$ cat config.mk
export PLATFORM = sky130hd
export DESIGN_NAME = pot_timer
export DESIGN_NICKNAME = d
export VERILOG_FILES = /design/src/include/pot_pkg.sv /design/src/include/pot_cnt_if.sv /design/src/hw/pot_counter.sv /design/src/hw/pot_timer.sv
export VERILOG_INCLUDE_DIRS = /design/src /design/src/include
export SDC_FILE = /design/constraint.sdc
export NUM_CORES = 1
export LEC_CHECK = 0
export BUFFER_PORTS_ARGS = -buffer_cell sky130_fd_sc_hd__buf_4
export CAP_MARGIN = 30
export CORE_ASPECT_RATIO = 0.5
export CORE_MARGIN = 1
export CORE_UTILIZATION = 40
export CTS_BUF_LIST = sky130_fd_sc_hd__clkbuf_4 sky130_fd_sc_hd__clkbuf_8
export DETAILED_ROUTE_END_ITERATION = 7
export PLACE_DENSITY = 0.68
export SLEW_MARGIN = 20
export SYNTH_ARGS = -nofsm -noshare
export SYNTH_HDL_FRONTEND = slang
export SYNTH_HIERARCHICAL = 1
export SYNTH_SLANG_ARGS = --single-unit
export TNS_END_PERCENT = 10
$ cat constraint.sdc
create_clock -name clk -period 3.25 [get_ports clk]
set_input_delay 0.1625 -clock clk [delete_from_list [all_inputs] [get_ports clk]]
set_output_delay 0.1625 -clock clk [all_outputs]
set_load 0.01 [all_outputs]
$ cat src/include/pot_map.svh
// Register map, field positions, reset values and timing figures of the one-shot timer.
// Assumes a 32-bit APB with byte addresses and one word per register.
`ifndef POT_MAP_SVH
`define POT_MAP_SVH

`define POT_ADDR_W 8
`define POT_OFF_CTRL 8'h00
`define POT_OFF_OSCTRL 8'h04
`define POT_OFF_PINCTRL 8'h08
`define POT_OFF_MODE 8'h0C
`define POT_OFF_PRESC 8'h10
`define POT_OFF_SECOND 8'h14
`define POT_OFF_PRIMARY 8'h18
`define POT_OFF_PORT 8'h1C

// timer_control_reg
`define POT_CTRL_START 0
`define POT_CTRL_STATUS 1
`define POT_CTRL_FSTOP 2
// one_shot_control_reg
`define POT_OS_START 0
`define POT_OS_STOP 1
`define POT_OS_STATUS 2
// pin_control_reg
`define POT_PIN_LEVEL 0
`define POT_PIN_TRIG_EN 1
`define POT_PIN_DIR 2
// timer_mode_reg
`define POT_MODE_LSB 0
`define POT_MODE_MSB 1
`define POT_SRC_LSB 2
`define POT_SRC_MSB 3
// port data register
`define POT_PORT_DATA 0

`define POT_RST_COUNT 8'hFF
`define POT_DIV_MAX 3'h7
`define POT_SRC_F1 2'h0
`define POT_SRC_F2 2'h1
`define POT_SRC_F8 2'h2

`endif

$ cat src/include/pot_pkg.sv
// Types shared by the one-shot timer modules.
// Assumes pot_map.svh is included by the modules that need offsets.
package pot_pkg;

   typedef enum logic [1:0] {
      POT_MD_TIMER,
      POT_MD_WAVE,
      POT_MD_ONESHOT,
      POT_MD_WAIT
   } pot_mode_e;

   typedef enum logic {
      POT_PH_PRI,
      POT_PH_SEC
   } pot_phase_e;

   typedef logic [7:0] pot_byte_t;

endpackage : pot_pkg

$ cat src/include/pot_cnt_if.sv
// Link between the timer control and one down-counter cell.
// Assumes both ends run on the same clock.
`timescale 1ns/1ps
interface pot_cnt_if #(parameter int W = 8);
   logic load;
   logic [W-1:0] load_val;
   logic dec;
   logic [W-1:0] reload_val;
   logic [W-1:0] count;
   logic under;

   modport ctl (output load, output load_val, output dec, output reload_val, input count, input under);
   modport cnt (input load, input load_val, input dec, input reload_val, output count, output under);
endinterface : pot_cnt_if

$ cat src/hw/pot_counter.sv
// Down counter with direct load and reload on underflow.
// Assumes the controller never asserts load and dec to mean both; load wins.
`timescale 1ns/1ps
`include "pot_map.svh"
module pot_counter import pot_pkg::*; #(
   parameter int W = 8,
   parameter logic [7:0] RST_VAL = `POT_RST_COUNT
) (
   input wire logic clk,
   input wire logic rst,
   pot_cnt_if.cnt c
);
   logic [W-1:0] count_reg;
   logic [W-1:0] count_next;

   assign c.under = c.dec && (count_reg == '0);
   assign c.count = count_reg;

   always_comb begin
      count_next = count_reg;
      if (c.load) begin
         count_next = c.load_val;
      end else if (c.under) begin
         count_next = c.reload_val;
      end else if (c.dec) begin
         count_next = count_reg - W'(1);
      end
   end

   always_ff @(posedge clk or posedge rst) begin
      if (rst) begin
         count_reg <= W'(RST_VAL);
      end else begin
         count_reg <= count_next;
      end
   end
endmodule : pot_counter

$ cat src/hw/pot_timer.sv
// Eight-bit prescaled down-count timer with one-shot, wait one-shot and waveform modes.
// Assumes an APB master on clk and a synchronous trigger pin.
// How it works
// - After reset the timer is idle; software loads values before starting.
// - Prescaler and counter read as separate registers; count may move between.
// - In one-shot modes, stop or one-shot stop reloads counters then halts.
// - Status flag rises one to two count-source cycles after start set.
// - Status flag falls one to two count-source cycles after start cleared.
// - Forced stop halts counting at once.
// - One-shot status follows start or stop writes after one to two cycles.
// - Crossing one-shot start and stop writes may leave either status.
// - With the pin direction set to input, port data reads pulse level.
// - Forced stop in waveform primary period resets prescaler and primary.
// - Wait one-shot: new secondary and primary apply from the next pulse.
// - Wait mode: primary underflow loads secondary; secondary underflow ends one-shot.
// - Wait and pulse times are (prescaler+1) times (primary or secondary+1).
// - Timer event pulses with the end of the output pulse in one-shot modes, and with its start in waveform mode.
// - Writes while stopped load counters too; while counting only reload registers.
//
// Added by the designer: the register addresses and the APB interface to the registers.
`timescale 1ns/1ps
`include "pot_map.svh"
module pot_timer import pot_pkg::*; #(
   parameter int W = 8
) (
   input wire logic clk,
   input wire logic rst,
   input wire logic psel,
   input wire logic penable,
   input wire logic pwrite,
   input wire logic [`POT_ADDR_W-1:0] paddr,
   input wire logic [31:0] pwdata,
   output logic [31:0] prdata,
   output logic pready,
   output logic pslverr,
   input wire logic ext_count_tick,
   input wire logic external_trigger_pin,
   output logic pulse_output_pin,
   output logic timer_event
);

   ////////////////////////////////////////////////////////////////////////////
   // Registers

   logic start_reg, start_next;
   logic stat_s1_reg, stat_s1_next;
   logic stat_reg, stat_next;
   logic os_go_reg, os_go_next;
   logic os_go_s1_reg, os_go_s1_next;
   logic os_halt_reg, os_halt_next;
   logic os_halt_s1_reg, os_halt_s1_next;
   logic os_flag_reg, os_flag_next;
   logic [2:0] pin_reg, pin_next;
   logic [3:0] mode_reg, mode_next;
   logic port_latch_reg, port_latch_next;
   logic [W-1:0] pre_rld_reg, pre_rld_next;
   logic [W-1:0] pri_rld_reg, pri_rld_next;
   logic [W-1:0] sec_rld_reg, sec_rld_next;
   pot_phase_e phase_reg, phase_next;
   logic trig_prev_reg;
   logic [2:0] div_reg;
   logic pulse_reg, pulse_next;
   logic event_reg, event_next;
   logic [31:0] rdata_reg, rdata_next;

   pot_cnt_if #(.W(W)) pre_if ();
   pot_cnt_if #(.W(W)) pri_if ();

   pot_counter #(.W(W), .RST_VAL(`POT_RST_COUNT)) u_pre (
      .clk(clk),
      .rst(rst),
      .c(pre_if.cnt)
   );

   pot_counter #(.W(W), .RST_VAL(`POT_RST_COUNT)) u_pri (
      .clk(clk),
      .rst(rst),
      .c(pri_if.cnt)
   );

   ////////////////////////////////////////////////////////////////////////////
   // Decode

   function automatic logic hit(input logic [`POT_ADDR_W-1:0] a, input logic [`POT_ADDR_W-1:0] off);
      hit = (a == off);
   endfunction : hit

   logic wr, rd_setup, mapped;
   logic tick, run, run_tick, trig_edge, one_shot_mode;
   logic stop_evt, fstop, os_go_now, os_halt_now, pri_wave_fs;
   pot_mode_e mode;

   assign mode = pot_mode_e'(mode_reg[`POT_MODE_MSB:`POT_MODE_LSB]);
   assign one_shot_mode = (mode == POT_MD_ONESHOT) || (mode == POT_MD_WAIT);
   assign wr = psel && penable && pwrite;
   assign rd_setup = psel && !penable && !pwrite;
   assign mapped = hit(paddr, `POT_OFF_CTRL) || hit(paddr, `POT_OFF_OSCTRL) ||
                   hit(paddr, `POT_OFF_PINCTRL) || hit(paddr, `POT_OFF_MODE) ||
                   hit(paddr, `POT_OFF_PRESC) || hit(paddr, `POT_OFF_SECOND) ||
                   hit(paddr, `POT_OFF_PRIMARY) || hit(paddr, `POT_OFF_PORT);

   assign pready = 1'b1;
   assign pslverr = psel && penable && !mapped;
   assign prdata = rdata_reg;
   assign pulse_output_pin = pulse_reg;
   assign timer_event = event_reg;

   // Count source selection
   always_comb begin
      unique case (mode_reg[`POT_SRC_MSB:`POT_SRC_LSB])
         `POT_SRC_F1: tick = 1'b1;
         `POT_SRC_F2: tick = div_reg[0];
         `POT_SRC_F8: tick = (div_reg == `POT_DIV_MAX);
         default: tick = ext_count_tick;
      endcase
   end

   assign trig_edge = external_trigger_pin && !trig_prev_reg && pin_reg[`POT_PIN_TRIG_EN];
   assign fstop = wr && hit(paddr, `POT_OFF_CTRL) && pwdata[`POT_CTRL_FSTOP];
   assign run = stat_reg && (!one_shot_mode || os_flag_reg);
   assign run_tick = tick && run && !fstop;
   assign os_go_now = tick && os_go_s1_reg;
   assign os_halt_now = tick && os_halt_s1_reg;
   // normal stop or one-shot stop reloads
   assign stop_evt = (tick && stat_reg && !stat_s1_reg) || (os_halt_now && one_shot_mode);
   // forced stop in waveform primary period
   assign pri_wave_fs = fstop && stat_reg && (mode == POT_MD_WAVE) && (phase_reg == POT_PH_PRI);

   ////////////////////////////////////////////////////////////////////////////
   // Control and reload registers

   always_comb begin
      start_next = start_reg;
      stat_s1_next = stat_s1_reg;
      stat_next = stat_reg;
      os_go_next = os_go_reg;
      os_go_s1_next = os_go_s1_reg;
      os_halt_next = os_halt_reg;
      os_halt_s1_next = os_halt_s1_reg;
      os_flag_next = os_flag_reg;
      pin_next = pin_reg;
      mode_next = mode_reg;
      port_latch_next = port_latch_reg;
      pre_rld_next = pre_rld_reg;
      pri_rld_next = pri_rld_reg;
      sec_rld_next = sec_rld_reg;
      phase_next = phase_reg;
      event_next = 1'b0;
      if (tick) begin
         stat_s1_next = start_reg;
         stat_next = stat_s1_reg;
      end
      if (tick) begin
         os_go_s1_next = os_go_reg;
         os_halt_s1_next = os_halt_reg;
         os_go_next = 1'b0;
         os_halt_next = 1'b0;
      end
      // stop taken last when both land
      if (os_go_now && stat_reg && one_shot_mode) begin
         os_flag_next = 1'b1;
         phase_next = POT_PH_PRI;
      end
      if (trig_edge && stat_reg && one_shot_mode) begin
         os_flag_next = 1'b1;
      end
      if (os_halt_now) begin
         os_flag_next = 1'b0;
      end
      if (pri_if.under && run_tick) begin
         unique case (mode)
            POT_MD_TIMER: event_next = 1'b1;
            POT_MD_WAVE: begin
               phase_next = (phase_reg == POT_PH_PRI) ? POT_PH_SEC : POT_PH_PRI;
               event_next = (phase_reg == POT_PH_SEC);
            end
            POT_MD_ONESHOT: begin
               os_flag_next = 1'b0;
               event_next = 1'b1;
            end
            POT_MD_WAIT: begin
               if (phase_reg == POT_PH_PRI) begin
                  phase_next = POT_PH_SEC;
               end else begin
                  phase_next = POT_PH_PRI;
                  os_flag_next = 1'b0;
                  event_next = 1'b1;
               end
            end
         endcase
      end
      if (stop_evt) begin
         phase_next = POT_PH_PRI;
         os_flag_next = 1'b0;
      end
      if (wr) begin
         if (hit(paddr, `POT_OFF_CTRL)) begin
            start_next = pwdata[`POT_CTRL_START];
         end
         if (hit(paddr, `POT_OFF_OSCTRL)) begin
            if (pwdata[`POT_OS_START]) begin
               os_go_next = 1'b1;
            end
            if (pwdata[`POT_OS_STOP]) begin
               os_halt_next = 1'b1;
            end
         end
         if (hit(paddr, `POT_OFF_PINCTRL)) begin
            pin_next = pwdata[2:0];
         end
         if (hit(paddr, `POT_OFF_MODE)) begin
            mode_next = pwdata[3:0];
         end
         if (hit(paddr, `POT_OFF_PORT)) begin
            port_latch_next = pwdata[`POT_PORT_DATA];
         end
         if (hit(paddr, `POT_OFF_PRESC)) begin
            pre_rld_next = pwdata[W-1:0];
         end
         if (hit(paddr, `POT_OFF_SECOND)) begin
            sec_rld_next = pwdata[W-1:0];
         end
         if (hit(paddr, `POT_OFF_PRIMARY)) begin
            pri_rld_next = pwdata[W-1:0];
         end
      end
      if (fstop) begin
         start_next = 1'b0;
         stat_s1_next = 1'b0;
         stat_next = 1'b0;
         os_flag_next = 1'b0;
         os_go_next = 1'b0;
         os_go_s1_next = 1'b0;
         phase_next = POT_PH_PRI;
         event_next = 1'b0;
      end
      if (pri_wave_fs) begin
         pre_rld_next = `POT_RST_COUNT;
         pri_rld_next = `POT_RST_COUNT;
      end
   end

   ////////////////////////////////////////////////////////////////////////////
   // Counter steering

   always_comb begin
      pre_if.load = 1'b0;
      pre_if.load_val = pre_rld_reg;
      pri_if.load = 1'b0;
      pri_if.load_val = pri_rld_reg;
      pre_if.dec = run_tick;
      pri_if.dec = run_tick && pre_if.under;
      pre_if.reload_val = pre_rld_reg;
      // next phase value taken at underflow
      if (((mode == POT_MD_WAVE) || (mode == POT_MD_WAIT)) && (phase_reg == POT_PH_PRI)) begin
         pri_if.reload_val = sec_rld_reg;
      end else begin
         pri_if.reload_val = pri_rld_reg;
      end
      if (stop_evt || fstop) begin
         pre_if.load = 1'b1;
         pri_if.load = 1'b1;
      end
      if (wr && !stat_reg && hit(paddr, `POT_OFF_PRESC)) begin
         pre_if.load = 1'b1;
         pre_if.load_val = pwdata[W-1:0];
      end
      if (wr && !stat_reg && hit(paddr, `POT_OFF_PRIMARY)) begin
         pri_if.load = 1'b1;
         pri_if.load_val = pwdata[W-1:0];
      end
      if (pri_wave_fs) begin
         pre_if.load_val = `POT_RST_COUNT;
         pri_if.load_val = `POT_RST_COUNT;
      end
   end

   ////////////////////////////////////////////////////////////////////////////
   // Pulse output and read data

   always_comb begin
      logic active;
      active = 1'b0;
      unique case (mode)
         POT_MD_TIMER: active = 1'b0;
         POT_MD_WAVE: active = stat_reg && (phase_next == POT_PH_PRI);
         POT_MD_ONESHOT: active = os_flag_next;
         POT_MD_WAIT: active = os_flag_next && (phase_next == POT_PH_SEC);
      endcase
      pulse_next = active ^ pin_reg[`POT_PIN_LEVEL];
   end

   always_comb begin
      rdata_next = rdata_reg;
      if (rd_setup) begin
         rdata_next = '0;
         if (hit(paddr, `POT_OFF_CTRL)) begin
            rdata_next[`POT_CTRL_START] = start_reg;
            rdata_next[`POT_CTRL_STATUS] = stat_reg;
         end
         if (hit(paddr, `POT_OFF_OSCTRL)) begin
            rdata_next[`POT_OS_STATUS] = os_flag_reg;
         end
         if (hit(paddr, `POT_OFF_PINCTRL)) begin
            rdata_next[2:0] = pin_reg;
         end
         if (hit(paddr, `POT_OFF_MODE)) begin
            rdata_next[3:0] = mode_reg;
         end
         // each byte read on its own
         if (hit(paddr, `POT_OFF_PRESC)) begin
            rdata_next[W-1:0] = pre_if.count;
         end
         if (hit(paddr, `POT_OFF_SECOND)) begin
            rdata_next[W-1:0] = sec_rld_reg;
         end
         if (hit(paddr, `POT_OFF_PRIMARY)) begin
            rdata_next[W-1:0] = pri_if.count;
         end
         if (hit(paddr, `POT_OFF_PORT)) begin
            rdata_next[`POT_PORT_DATA] = pin_reg[`POT_PIN_DIR] ? port_latch_reg : pulse_reg;
         end
      end
   end

   ////////////////////////////////////////////////////////////////////////////
   // State registers

   always_ff @(posedge clk or posedge rst) begin
      if (rst) begin
         start_reg <= 1'b0;
         stat_s1_reg <= 1'b0;
         stat_reg <= 1'b0;
         os_go_reg <= 1'b0;
         os_go_s1_reg <= 1'b0;
         os_halt_reg <= 1'b0;
         os_halt_s1_reg <= 1'b0;
         os_flag_reg <= 1'b0;
         pin_reg <= '0;
         mode_reg <= '0;
         port_latch_reg <= 1'b0;
         pre_rld_reg <= `POT_RST_COUNT;
         pri_rld_reg <= `POT_RST_COUNT;
         sec_rld_reg <= `POT_RST_COUNT;
         phase_reg <= POT_PH_PRI;
         trig_prev_reg <= 1'b0;
         div_reg <= '0;
         pulse_reg <= 1'b0;
         event_reg <= 1'b0;
         rdata_reg <= '0;
      end else begin
         start_reg <= start_next;
         stat_s1_reg <= stat_s1_next;
         stat_reg <= stat_next;
         os_go_reg <= os_go_next;
         os_go_s1_reg <= os_go_s1_next;
         os_halt_reg <= os_halt_next;
         os_halt_s1_reg <= os_halt_s1_next;
         os_flag_reg <= os_flag_next;
         pin_reg <= pin_next;
         mode_reg <= mode_next;
         port_latch_reg <= port_latch_next;
         pre_rld_reg <= pre_rld_next;
         pri_rld_reg <= pri_rld_next;
         sec_rld_reg <= sec_rld_next;
         phase_reg <= phase_next;
         trig_prev_reg <= external_trigger_pin;
         div_reg <= div_reg + 3'h1;
         pulse_reg <= pulse_next;
         event_reg <= event_next;
         rdata_reg <= rdata_next;
      end
   end

endmodule : pot_timer

==> out/metrics.csv <==
metric,value,unit
outcome,finished clean,
count of different cell masters after synthesis,57,
Startpoint Class,flop,
CTS Buf Count,9,
gpl congestion,0.934,
Finished Core Util,48.6,%
Fill cells,1005,
post-route cell area,5090,sq um
period utilization,94.5,%
reg2reg setup slack,180,ps
Slew HR,39.6,%
setup TNS,0,ps
core area,10500,sq um
Int Pwr,1480,uW
CTS tree,done,
drt first pass iters,5,
Slew Limit Fails,0,
Area growth syn-to-layout,15.1,%
largest net degree at the start of global routing,36,
reg-to-reg critical path endpoint,pulse_output_pin$_DFF_PP0_,
logic gate share of total power,15.3,%
ys flop type,dfstp_2,
Hold Path Class,in2reg,
peak supply drop,0.000200,V
Antenna Nets Post-Route,0,
Die Area,11500,sq um
via count,3940,
FF-to-FF Start,div_reg[0]$_DFF_PP0_,
clock tree buffer depth,2,
Leak,0.00230,uW
number of synthesis warnings,6,
clock sink total,71,
Die H,76.4,microns
max_cap viols,0,
Power Total,2060,uW
global-route wire length before repair,19800,microns
Placed Area,4800,sq um
Port Buffers,33,
CP startpoint,div_reg[0]$_DFF_PP0_,
Worst-path clk slew,80,ps
Post-Syn Area,4420,sq um
DR iter-0 viols,335,
Synth Area per Inst,8.67,sq um
net switching power,578,uW
Seq cells post-synth,71,
final setup fails,0,
FMAX,326,MHz
Initial Util,42.2,%
GRT Resource Usage Total,22.4,%
reg2reg path depth,16,
H-tree Lvls,3,
Post-synth EDFFs,0,
CP required,3490,ps
final hold slack,24.5,ps
share of layout cells above drive strength 1,27.7,%
pwr/cell area,404,nW/um^2
n_diodes,0,
Sw Share,28.1,%
dpl hpwl,8610,microns
number of global-route vias before repair,3801,
Die Wd,151,microns
CP max FO,4,
most frequent cells in the layout,"70 x nand2_1, 57 x buf_4, 55 x nor2_1",
"Hold Violations, Final",0,
boundary pin count,83,
Reg power frac,49.3,%
CP Data Arrival Time,3310,ps
minimum clock period,3070,ps
initial antenna violation count,0,
Root Driver,clkbuf_8,
"commonest non-fill, non-tap cell in the layout",nand2_1,
Final Skew,12.1,ps
Worst Tran Pin Value,896,ps
Std-Cell Rows,26,
clock latency on the worst-skew pair,360,ps
unrepaired setup endpoints after global routing,no,
Syn Inst Count,510,
sequential share of the synthesized area,41.3,%
Post-synth ARST share,100,%
CP endpoint kind,flop,
Clk pwr share,35.5,%
Crit Path Category,reg2reg,
via density per instance,5.63,
GRT overflow,0,
CP endpoint,pulse_output_pin$_DFF_PP0_,
drc violations,0,
routed len/inst,17.0,microns
Nets,606,
drt total wl,11900,microns
==> how the worst min path moves through the flow <==
| stage | from | endpoint | slack, ps | cells after the start |
|---|---|---|---|---|
| after global routing | pwdata[2] | start_reg$_DFFE_PP0P_ | 30 | 2 |
| after detailed placement | external_trigger_pin | trig_prev_reg$_DFF_PP0_ | 280 | 1 |
| after global placement | external_trigger_pin | trig_prev_reg$_DFF_PP0_ | 280 | 1 |
| after CTS | pwdata[2] | start_reg$_DFFE_PP0P_ | 20 | 2 |
| after floorplan | external_trigger_pin | trig_prev_reg$_DFF_PP0_ | 190 | 0 |
| final | pwdata[2] | start_reg$_DFFE_PP0P_ | 20 | 2 |
==> through the flow <==
stage	worst slack (ps)	instances
after floorplan	71.4	533
after global placement	184	680
after CTS	30.2	698
after detailed placement	-45.2	680
final	180	700
after global routing	15.9	700
==> logic make-up after synthesis <==
| family | count (synthesis) | share of synthesized area [%] |
|---|---|---|
| other cells | 2 | 0.170 |
| buf+inv | 68 | 8.60 |
| flops | 71 | 41.3 |
| simple gates | 224 | 24.6 |
| mux | 33 | 8.06 |
| xor+xnor | 4 | 0.792 |
| compound gates | 104 | 15.4 |
| fa+ha+maj | 4 | 1.13 |
==> power groups by stage <==
stage	Sequential, uW	Clock, uW	Combinational (uW)
finish	1010	729	314
global route	1020	774	352
CTS	1010	741	310
detailed placement	1020	0	306
global placement	1020	0	300
floorplan	1000	0	230
==> cell type report <==
cell class,count,area [sq um],share of cell area [%]
Clock inverter,4,45.0,0.885
Tap cell,140,175,3.44
Timing Repair Buffer,59,448,8.80
Clock buffer,12,153,3.00
Multi-Input combinational cell,394,2370,46.5
Inverter,20,75.1,1.47
Sequential cell,71,1830,35.9
==> worst max-delay path: stages (launching register included) <==
cell	delay (ps)
dfrtp_1	380
ha_1	160
ha_1	130
mux2_4	160
o21ai_2	80
nor3_4	240
nand2_1	100
nor4_1	190
and2_4	220
nand2_2	70
nor4_4	140
buf_4	160
nand2_2	70
nor4_4	330
mux2i_2	310
a211o_1	140
nand2_1	50
==> synth_stat cells, drive strengths merged (2+ instances only) <==
cell type / n / share of area [%]
clkbuf: 10 / 0.85
or4: 7 / 1.3
nor2: 55 / 4.7
a221oi: 3 / 0.59
or3b: 2 / 0.40
o41ai: 3 / 0.59
a31oi: 6 / 0.85
and3: 12 / 1.8
o221ai: 2 / 0.40
a221o: 2 / 0.45
nor3b: 3 / 0.51
a41o: 3 / 0.68
nand3b: 2 / 0.34
and2: 3 / 0.42
or2: 5 / 0.71
nand2: 73 / 6.3
mux2i: 12 / 2.7
o2bb2a: 2 / 0.45
o211ai: 9 / 1.5
dfrtp: 31 / 18
buf: 38 / 6.1
nand4: 4 / 0.57
nand2b: 2 / 0.28
a22oi: 3 / 0.51
a22o: 3 / 0.59
a222oi: 4 / 0.91
nor2b: 2 / 0.28
inv: 20 / 1.7
nor3: 12 / 1.6
a2111oi: 2 / 0.40
a21oi: 27 / 3.1
or3: 7 / 0.99
o31ai: 2 / 0.34
o21ai: 29 / 3.3
dfstp: 40 / 24
ha: 4 / 1.1
nor4: 9 / 1.4
nand3: 24 / 2.7
mux2: 21 / 5.3
conb: 2 / 0.17
xor2: 4 / 0.79
==> per-layer routing <==
layer	vias to the layer above	global-route usage [%]	wire length, microns
met5	-	0	0
met4	0	8.10	248
met3	20	5.69	839
met2	159	32.3	5200
met1	1899	32.1	5640
li1	1862	-	-
==> timing repair <==
action | 4_1_cts | 5_1_grt
pin swaps | 0 | 7
hold endpoints to repair | 14 | 0
buffers inserted | 0 | 2
setup endpoints to repair | 1 | 4
gates resized for setup | 2 | 10
hold buffers | 2 | 0
No activity file was read; power rests on OpenSTA's default activity.
